## src/design/aacp_pkg.sv

```systemverilog
// package for the audio adc clock, peak and strap control block
// assumes one 125 MHz core clock and synchronous active-high reset
package aacp_pkg;

  // ***********************************
  // register addresses (4-bit)
  // ***********************************
  localparam logic [3:0] LEFT_PEAK_ADDR = 4'h3;
  localparam logic [3:0] RIGHT_PEAK_ADDR = 4'h4;
  localparam logic [3:0] CTRL3_ADDR = 4'h2;

  // ***********************************
  // readback word layout
  // ***********************************
  localparam int ADDR_LSB = 12;
  localparam int MARK_ONE_BIT = 11;
  localparam int MARK_ZERO_BIT = 10;
  localparam int PEAK_W = 6;
  localparam logic [5:0] PEAK_FULL_SCALE = 6'h00;
  localparam logic [5:0] PEAK_FLOOR = 6'h3F;

  // ***********************************
  // control register three fields
  // ***********************************
  localparam int DIV_LSB = 6;
  localparam int LEFT_MUX_DIS_BIT = 3;
  localparam int RIGHT_MUX_DIS_BIT = 1;

  // ***********************************
  // encodings
  // ***********************************
  typedef enum logic [1:0] {
    AACP_DIV1 = 2'h0,
    AACP_DIV2 = 2'h1,
    AACP_DIV3 = 2'h2,
    AACP_DIV1B = 2'h3
  } aacp_div_e;

  typedef enum logic [1:0] {
    AACP_FMT_I2S = 2'h0,
    AACP_FMT_RJ = 2'h1,
    AACP_FMT_DSP = 2'h2,
    AACP_FMT_LJ = 2'h3
  } aacp_fmt_e;

  typedef enum logic [1:0] {
    AACP_RATIO_256 = 2'h0,
    AACP_RATIO_512 = 2'h1
  } aacp_ratio_e;

  // power-on defaults
  localparam logic DEF_SLAVE = 1'b0;
  localparam logic [1:0] DEF_RATIO = 2'h0;
  localparam logic [1:0] DEF_FMT = 2'h0;
  localparam logic [1:0] DEF_DIV = 2'h0;

  // modulator clock: one output phase per master-clock edge pair
  localparam int MOD_HALF_CYCLES = 1;

  typedef struct packed {
    logic slave;
    logic [1:0] clock_ratio_field;
    aacp_fmt_e format_select_field;
  } aacp_port_cfg_s;

  typedef struct packed {
    logic [3:0] left;
    logic [3:0] right;
  } aacp_mod_data_s;

endpackage : aacp_pkg

```

## src/design/aacp_top.sv

```systemverilog
// control logic of a stereo audio adc: clock divider, peak registers,
// strap-pin control and modulator bypass output.
// assumes the register interface decode and conversion levels arrive
// on core_clk_in; strap pins are asynchronous and are synchronised here.
//
// What this block does
// divider field 00 and 11 pass clock, 01 halves, 10 thirds it.
// host picks divider so internal clock is 256 times sample rate.
// two read-only peak registers at addresses 0011b and 0100b.
// readback has address on top, bit 11 one, bit 10 zero, 9-6 zero.
// peaks tracked and held only while peak enable is set.
// peak value sits in six low bits of sixteen-bit readback.
// peak code is binary, one dB per count, zero is full scale.
// reading a peak register zeroes it, then updates resume.
// external control strap high takes mode settings from pins.
// master/slave pin low makes device master, driving frame and bit clocks.
// master/slave pin high makes device slave; clocks become inputs.
// ratio pin low selects 256x master clock, high selects 512x.
// two format pins act exactly like the format register field.
// format 00 i2s, 01 right-justified, 10 dsp, 11 left-justified.
// in external control other functions stay at power-on defaults; the mux disable bits still drive direct_input_out here.
// modulator mode bypasses decimation, raw data on four pins.
// modulator mode drives data pins and control-out pin as 128x clock.
// left data during modulator clock low, right data during high.
// host sets both mux disable bits for direct modulator input.
// held code takes the first sample after reset or read, then updates only on louder level; saturates at 63 dB code.
`timescale 1ns/1ps
module aacp_top (
  // clock and reset
  input wire logic core_clk_in,
  input wire logic rst_in,
  // register control (from serial control port decode)
  input wire logic peak_enable_in,
  input wire logic modulator_mode_enable_in,
  input wire logic [1:0] clock_divider_field_in,
  input wire logic reg_slave_in,
  input wire logic [1:0] reg_clock_ratio_field_in,
  input wire logic [1:0] reg_format_select_field_in,
  input wire logic left_mux_disable_in,
  input wire logic right_mux_disable_in,
  input wire logic rd_strobe_in,
  input wire logic [3:0] rd_addr_in,
  // conversion levels, attenuation code per sample
  input wire logic sample_valid_in,
  input wire logic [5:0] left_level_in,
  input wire logic [5:0] right_level_in,
  // raw modulator words
  input wire aacp_pkg::aacp_mod_data_s mod_data_in,
  // strap pins (asynchronous)
  input wire logic external_control_strap_in,
  input wire logic master_slave_strap_in,
  input wire logic ratio_strap_in,
  input wire logic [1:0] format_strap_in,
  // internal clock enable and mode outputs
  output logic internal_master_clock_out,
  output aacp_pkg::aacp_port_cfg_s port_cfg_out,
  output logic [1:0] eff_divider_out,
  output logic frame_clocks_oe_out,
  // readback
  output logic [15:0] rd_data_out,
  output logic rd_valid_out,
  // modulator outputs
  output logic [3:0] modulator_data_out,
  output logic modulator_data_oe_out,
  output logic control_data_out_pin_out,
  output logic direct_input_out
);

  // ***********************************
  // strap synchronisers
  // ***********************************
  localparam int STRAP_W = 5;
  logic [STRAP_W-1:0] strap_meta_r;
  logic [STRAP_W-1:0] strap_sync_r;
  logic [STRAP_W-1:0] strap_raw;

  assign strap_raw = {external_control_strap_in, master_slave_strap_in,
                      ratio_strap_in, format_strap_in};

  always_ff @(posedge core_clk_in) begin
    if (rst_in) begin
      strap_meta_r <= '0;
      strap_sync_r <= '0;
    end else begin
      strap_meta_r <= strap_raw;
      strap_sync_r <= strap_meta_r;
    end
  end

  logic ext_ctrl;
  assign ext_ctrl = strap_sync_r[4];

  // ***********************************
  // mode selection
  // ***********************************
  aacp_pkg::aacp_port_cfg_s cfg_nxt;
  logic [1:0] div_sel;
  logic peak_en;
  logic mod_en;

  always_comb begin
    if (ext_ctrl) begin
      cfg_nxt.slave = strap_sync_r[3];
      cfg_nxt.clock_ratio_field = strap_sync_r[2] ? aacp_pkg::AACP_RATIO_512
                                                  : aacp_pkg::AACP_RATIO_256;
      cfg_nxt.format_select_field = aacp_pkg::aacp_fmt_e'(strap_sync_r[1:0]);
      div_sel = aacp_pkg::DEF_DIV;
      peak_en = 1'b0;
      mod_en = 1'b0;
    end else begin
      cfg_nxt.slave = reg_slave_in;
      cfg_nxt.clock_ratio_field = reg_clock_ratio_field_in;
      cfg_nxt.format_select_field = aacp_pkg::aacp_fmt_e'(reg_format_select_field_in);
      div_sel = clock_divider_field_in;
      peak_en = peak_enable_in;
      mod_en = modulator_mode_enable_in;
    end
  end

  always_ff @(posedge core_clk_in) begin
    if (rst_in) begin
      port_cfg_out <= '{slave: aacp_pkg::DEF_SLAVE,
                        clock_ratio_field: aacp_pkg::DEF_RATIO,
                        format_select_field: aacp_pkg::AACP_FMT_I2S};
      eff_divider_out <= aacp_pkg::DEF_DIV;
      frame_clocks_oe_out <= 1'b1;
    end else begin
      port_cfg_out <= cfg_nxt;
      eff_divider_out <= div_sel;
      frame_clocks_oe_out <= ~cfg_nxt.slave;
    end
  end

  // ***********************************
  // master clock divider
  // ***********************************
  // internal clock leaves as a one-cycle enable, not a derived clock
  function automatic logic [1:0] div_terminal(input logic [1:0] code);
    case (code)
      aacp_pkg::AACP_DIV2: div_terminal = 2'h1;
      aacp_pkg::AACP_DIV3: div_terminal = 2'h2;
      default: div_terminal = 2'h0;
    endcase
  endfunction : div_terminal

  logic [1:0] div_cnt_r;
  logic [1:0] div_cnt_nxt;
  logic div_tick;

  assign div_tick = (div_cnt_r >= div_terminal(div_sel));
  assign div_cnt_nxt = div_tick ? 2'h0 : 2'(div_cnt_r + 2'h1);

  always_ff @(posedge core_clk_in) begin
    if (rst_in) begin
      div_cnt_r <= 2'h0;
      internal_master_clock_out <= 1'b0;
    end else begin
      div_cnt_r <= div_cnt_nxt;
      internal_master_clock_out <= div_tick;
    end
  end

  // ***********************************
  // peak tracking
  // ***********************************
  // a code of zero after a read means full scale; next sample overwrites
  logic [5:0] peak_r [2];
  logic [1:0] seen_r;
  logic [5:0] level [2];
  logic [1:0] rd_hit;

  assign level[0] = left_level_in;
  assign level[1] = right_level_in;
  assign rd_hit[0] = rd_strobe_in && (rd_addr_in == aacp_pkg::LEFT_PEAK_ADDR);
  assign rd_hit[1] = rd_strobe_in && (rd_addr_in == aacp_pkg::RIGHT_PEAK_ADDR);

  for (genvar ch = 0; ch < 2; ch++) begin : g_peak
    always_ff @(posedge core_clk_in) begin
      if (rst_in) begin
        peak_r[ch] <= aacp_pkg::PEAK_FULL_SCALE;
        seen_r[ch] <= 1'b0;
      end else if (rd_hit[ch]) begin
        peak_r[ch] <= aacp_pkg::PEAK_FULL_SCALE;
        seen_r[ch] <= 1'b0;
      end else if (peak_en && sample_valid_in) begin
        // smaller code is louder; floor code is the saturation point
        if (!seen_r[ch] || level[ch] < peak_r[ch]) begin
          peak_r[ch] <= level[ch];
        end
        seen_r[ch] <= 1'b1;
      end
    end
  end

  // ***********************************
  // readback
  // ***********************************
  function automatic logic [15:0] peak_word(input logic [3:0] addr, input logic [5:0] code);
    logic [15:0] w;
    w = '0;
    w[aacp_pkg::ADDR_LSB +: 4] = addr;
    w[aacp_pkg::MARK_ONE_BIT] = 1'b1;
    w[aacp_pkg::MARK_ZERO_BIT] = 1'b0;
    w[aacp_pkg::PEAK_W-1:0] = code;
    peak_word = w;
  endfunction : peak_word

  always_ff @(posedge core_clk_in) begin
    if (rst_in) begin
      rd_data_out <= 16'h0000;
      rd_valid_out <= 1'b0;
    end else begin
      rd_valid_out <= |rd_hit;
      if (rd_hit[0]) begin
        rd_data_out <= peak_word(aacp_pkg::LEFT_PEAK_ADDR, peak_r[0]);
      end else if (rd_hit[1]) begin
        rd_data_out <= peak_word(aacp_pkg::RIGHT_PEAK_ADDR, peak_r[1]);
      end
    end
  end

  // ***********************************
  // modulator mode
  // ***********************************
  // clock toggles every core cycle; rate set by the upstream timing
  logic mod_clk_r;

  always_ff @(posedge core_clk_in) begin
    if (rst_in) begin
      mod_clk_r <= 1'b0;
      modulator_data_out <= 4'h0;
      modulator_data_oe_out <= 1'b0;
      control_data_out_pin_out <= 1'b0;
      direct_input_out <= 1'b0;
    end else begin
      modulator_data_oe_out <= mod_en;
      direct_input_out <= left_mux_disable_in & right_mux_disable_in;
      if (mod_en) begin
        mod_clk_r <= ~mod_clk_r;
        control_data_out_pin_out <= ~mod_clk_r;
        // data changes with the clock so each phase holds its channel
        modulator_data_out <= mod_clk_r ? mod_data_in.left
                                        : mod_data_in.right;
      end else begin
        mod_clk_r <= 1'b0;
        control_data_out_pin_out <= 1'b0;
        modulator_data_out <= 4'h0;
      end
    end
  end

endmodule : aacp_top

```

## config.mk

```make
export PLATFORM = sky130hd
export DESIGN_NAME = aacp_top
export DESIGN_NICKNAME = d
export VERILOG_FILES = /design/src/design/aacp_pkg.sv /design/src/design/aacp_top.sv
export SDC_FILE = /design/constraint.sdc
export NUM_CORES = 1
export LEC_CHECK = 0
export ABC_AREA = 0
export BUFFER_PORTS_ARGS = -buffer_cell sky130_fd_sc_hd__buf_2
export CAP_MARGIN = 20
export CELL_PAD_IN_SITES_DETAIL_PLACEMENT = 1
export CELL_PAD_IN_SITES_GLOBAL_PLACEMENT = 2
export CORE_ASPECT_RATIO = 1.75
export CORE_MARGIN = 3
export CORE_UTILIZATION = 30
export CTS_CLUSTER_SIZE = 28
export DETAILED_ROUTE_END_ITERATION = 8
export PLACE_DENSITY = 0.89
export SYNTH_ARGS = -nofsm -noshare
export SYNTH_HDL_FRONTEND = slang
export SYNTH_SLANG_ARGS = --single-unit
```

## constraint.sdc

```tcl
create_clock -name core_clk_in -period 3 [get_ports core_clk_in]
set_clock_uncertainty 0.15 [all_clocks]
set_input_delay 0.6 -clock core_clk_in [delete_from_list [all_inputs] [get_ports core_clk_in]]
set_output_delay 0.6 -clock core_clk_in [all_outputs]
set_load 0.01 [all_outputs]
```

==> results.toml <==
[status]
run_status = "complete, no violations"

[grt]
grt_overflow = 0
grt_pass1_vias = 1793
grt_max_degree = 29
antenna_found_initial = 0
grt_pass1_wl_mm = 8.142
grt_usage = 0.1227

[setup_path]
critical_path_class = "reg2reg"
crit_family = "compound AO/OA/AOI/OAI gates"
startpoint_type = "register"
crit_path_end_kind = "register"
path_common_cell = "and3_1"
crit_buf_inv = 1
cp_max_fo = 6
crit_slowest_cell = "o21bai_1"
cpPeakStageDelay_ns = 0.46
path_cells = "inv_1 -> ha_1 -> and3_1 -> and3_1 -> a21o_1 -> o21bai_1"
required_ns = 2.77
crit_arrival_ns = 2.10

[logic_synthesis]
seq_area_frac_synth = 0.5190
yosysWarningCount = 0
syn_area_per_cell_um2 = 10.26
synth_top_area_share = 0.3579
synth_ff_type = "dfxtp_1"
synth_cell_types = 38
ys_async_sr_fraction = 0
synth_seq_cells = 52
synth_area_leader_cell = "dfxtp_1"
synth_most_common_cell = "dfxtp_1"
synthTopCellsByArea = "dfxtp_1 (36%), edfxtp_1 (16%), ha_1 (6.7%), nor2_1 (4.5%), nor2b_1 (3.6%)"
synth_enable_flop_cells = 12
netlist_instances = 218
yosys-top-cells-count = "dfxtp_1 (40), nor2_1 (27), inv_1 (20)"
syn_area_um2 = 2237

[clocking]
hold_buffers = 0
cts_max_path_buffers = 2
cts-root-buf = "clkbuf_16"
clk_pin_slew_worst_paths_ns = 0.07
clkLatencyLatePin_ns = 0.28
cts_tree = "done"
cts_buffers = 5
post-cts-setup-buffers = 0
cts.sinks = 52
cts.repair.resized = 0
h-tree-depth = 2

[floorplan]
rows = 41
coreArea_um2 = 7233
die_w_um = 71.28
die_h_um = 120.2
io-pin-count = 77
die_area_um2 = 8570
start_util = 0.3093

[cells_and_area]
antenna_cells = 0
nNetsFinal = 344
drive_above_1_share = 0.2941
area_growth_pct = 27.07

[routing]
drcViolationCount = 0
vias = 1732
antenna_left = 0
detail_route.wirelength_mm = 5.287
drt-vias-per-instance = 4.619
firstDrtPassIters = 4
wire_per_inst_um = 14.10
drt_first_iter_violations = 34

[placement]
dpl.hpwl_mm = 4.300
place_congestion = 0.8919
io_buffers = 70

[sta]
slew_viol_final = 0
max-slew-margin-rel = 0.6340
worst_pin_slew_ns = 0.5479
min_period_over_period = 0.7753
totalNegativeSetupSlack_ns = 0
rsz0062_at_grt = "no"
max_freq_ghz = 0.4300
setup-violations-final = 0
fin_hold_ws_ns = 0.2922
finalHoldViolations = 0
min_period_ns = 2.326

[power_and_ir_drop]
irDropWorstVdd_mv = 0.2762
p_per_area_nw_per_um2 = 594.7
p_leak_nw = 1.311

[min_path]
hp-class = "reg2reg"

[flow_run]
cap_viol_max_count = 0
==> path summary, 6_finish.rpt <==
| check | slack, ns | from | cells past startpoint | to |
|---|---|---|---|---|
| min reg2reg | 0.29 | strap_meta_r[1]$_SDFF_PP0_ | 1 | strap_sync_r[1]$_SDFF_PP0_ |
| min | 0.29 | strap_meta_r[1]$_SDFF_PP0_ | 1 | strap_sync_r[1]$_SDFF_PP0_ |
| max | 0.67 | peak_r[0][5]$_SDFFCE_PN0P_ | 6 | peak_r[0][0]$_SDFFCE_PN0P_ |
| max reg2reg | 0.67 | peak_r[0][5]$_SDFFCE_PN0P_ | 6 | peak_r[0][0]$_SDFFCE_PN0P_ |
==> power by group <==
part / internal [mW] / total, mW / leakage (nW) / switching (mW)
clock network: 0.495 / 0.735 / 0.100 / 0.240
registers: 0.755 / 0.775 / 0.456 / 0.0199
logic: 0.0802 / 0.181 / 0.754 / 0.100
total: 1.33 / 1.69 / 1.31 / 0.361
==> area by class of cell <==
type	count	area (µm²)
clock buffer	7	175.2
sequential	52	1161
multi-input combinational	138	935.9
fill	858	4390
clock inverter	1	30.03
inverter	20	75.07
tap	86	107.6
timing repair buffer	71	357.8
==> stage by stage <==
step	power, mW	utilization	cells	worst slack, ns	area [µm²]
detailed placement	0.9740	0.3646	367	0.3928	2638
finish	1.691	0.3930	375	0.6742	2843
global route	1.771	0.3930	375	0.5717	2843
global placement	0.9651	0.3646	367	0.4654	2638
CTS	1.718	0.3930	375	0.6665	2843
floorplan	0.9004	-	223	0.6717	2256
==> cells by family (layout without fill, tap and decap cells) <==
logic type / after synthesis / after routing / synth area share
muxes: 8 / 8 / 0.03580
other: 1 / 6 / 0.001676
adders and majority gates: 12 / 12 / 0.06711
AOI/OAI and AO/OA: 37 / 37 / 0.1292
xor gates and xnor gates: 1 / 1 / 0.003916
and+or+nand+nor: 74 / 74 / 0.1723
buffers and inverters: 33 / 99 / 0.07102
DFF: 52 / 52 / 0.5190
==> routing by layer <==
| metal | GRT usage | wire, µm |
|---|---|---|
| met1 | 0.1146 | 1878 |
| met3 | 0.01913 | 298 |
| met5 | 0 | 0 |
| met2 | 0.2465 | 2976 |
| met4 | 0.05647 | 133 |
==> flip-flops by register name (all words and copies together) (netlist names) <==
name                       flops
eff_divider_out                2
peak_r                        12
mod_clk_r                      1
modulator_data_out             4
strap_meta_r                   5
div_cnt_r                      2
modulator_data_oe_out          1
frame_clocks_oe_out            1
strap_sync_r                   5
rd_valid_out                   1
seen_r                         2
direct_input_out               1
port_cfg_out                   5
rd_data_out                    9
internal_master_clock_out      1
==> cell usage in the layout, fill, tap and decap left out, types with 2 or more instances in the layout <==
| cell | Yosys | final |
|---|---|---|
| a21o_1 | 3 | 3 |
| mux2i_1 | 8 | 8 |
| edfxtp_1 | 12 | 12 |
| o21ai_0 | 3 | 3 |
| nor2_1 | 27 | 27 |
| nor2b_1 | 13 | 13 |
| nor3_1 | 7 | 7 |
| o21bai_1 | 3 | 3 |
| o22ai_1 | 6 | 6 |
| a211oi_1 | 6 | 6 |
| ha_1 | 12 | 12 |
| conb_1 | 1 | 6 |
| o211ai_1 | 2 | 2 |
| and2_1 | 8 | 8 |
| nand2_1 | 5 | 5 |
| clkbuf_16 | 0 | 7 |
| dfxtp_1 | 40 | 40 |
| a21oi_1 | 7 | 7 |
| buf_2 | 1 | 70 |
| and3_1 | 2 | 2 |
| nand2b_1 | 7 | 7 |
| inv_1 | 20 | 20 |
==> worst reg2reg max path: stages, from the launching register on <==
cell      delay [ns]
edfxtp_1        0.42
inv_1           0.08
ha_1            0.23
and3_1          0.19
and3_1          0.22
a21o_1          0.20
o21bai_1        0.46
No activity file was read; power rests on OpenSTA's default activity.
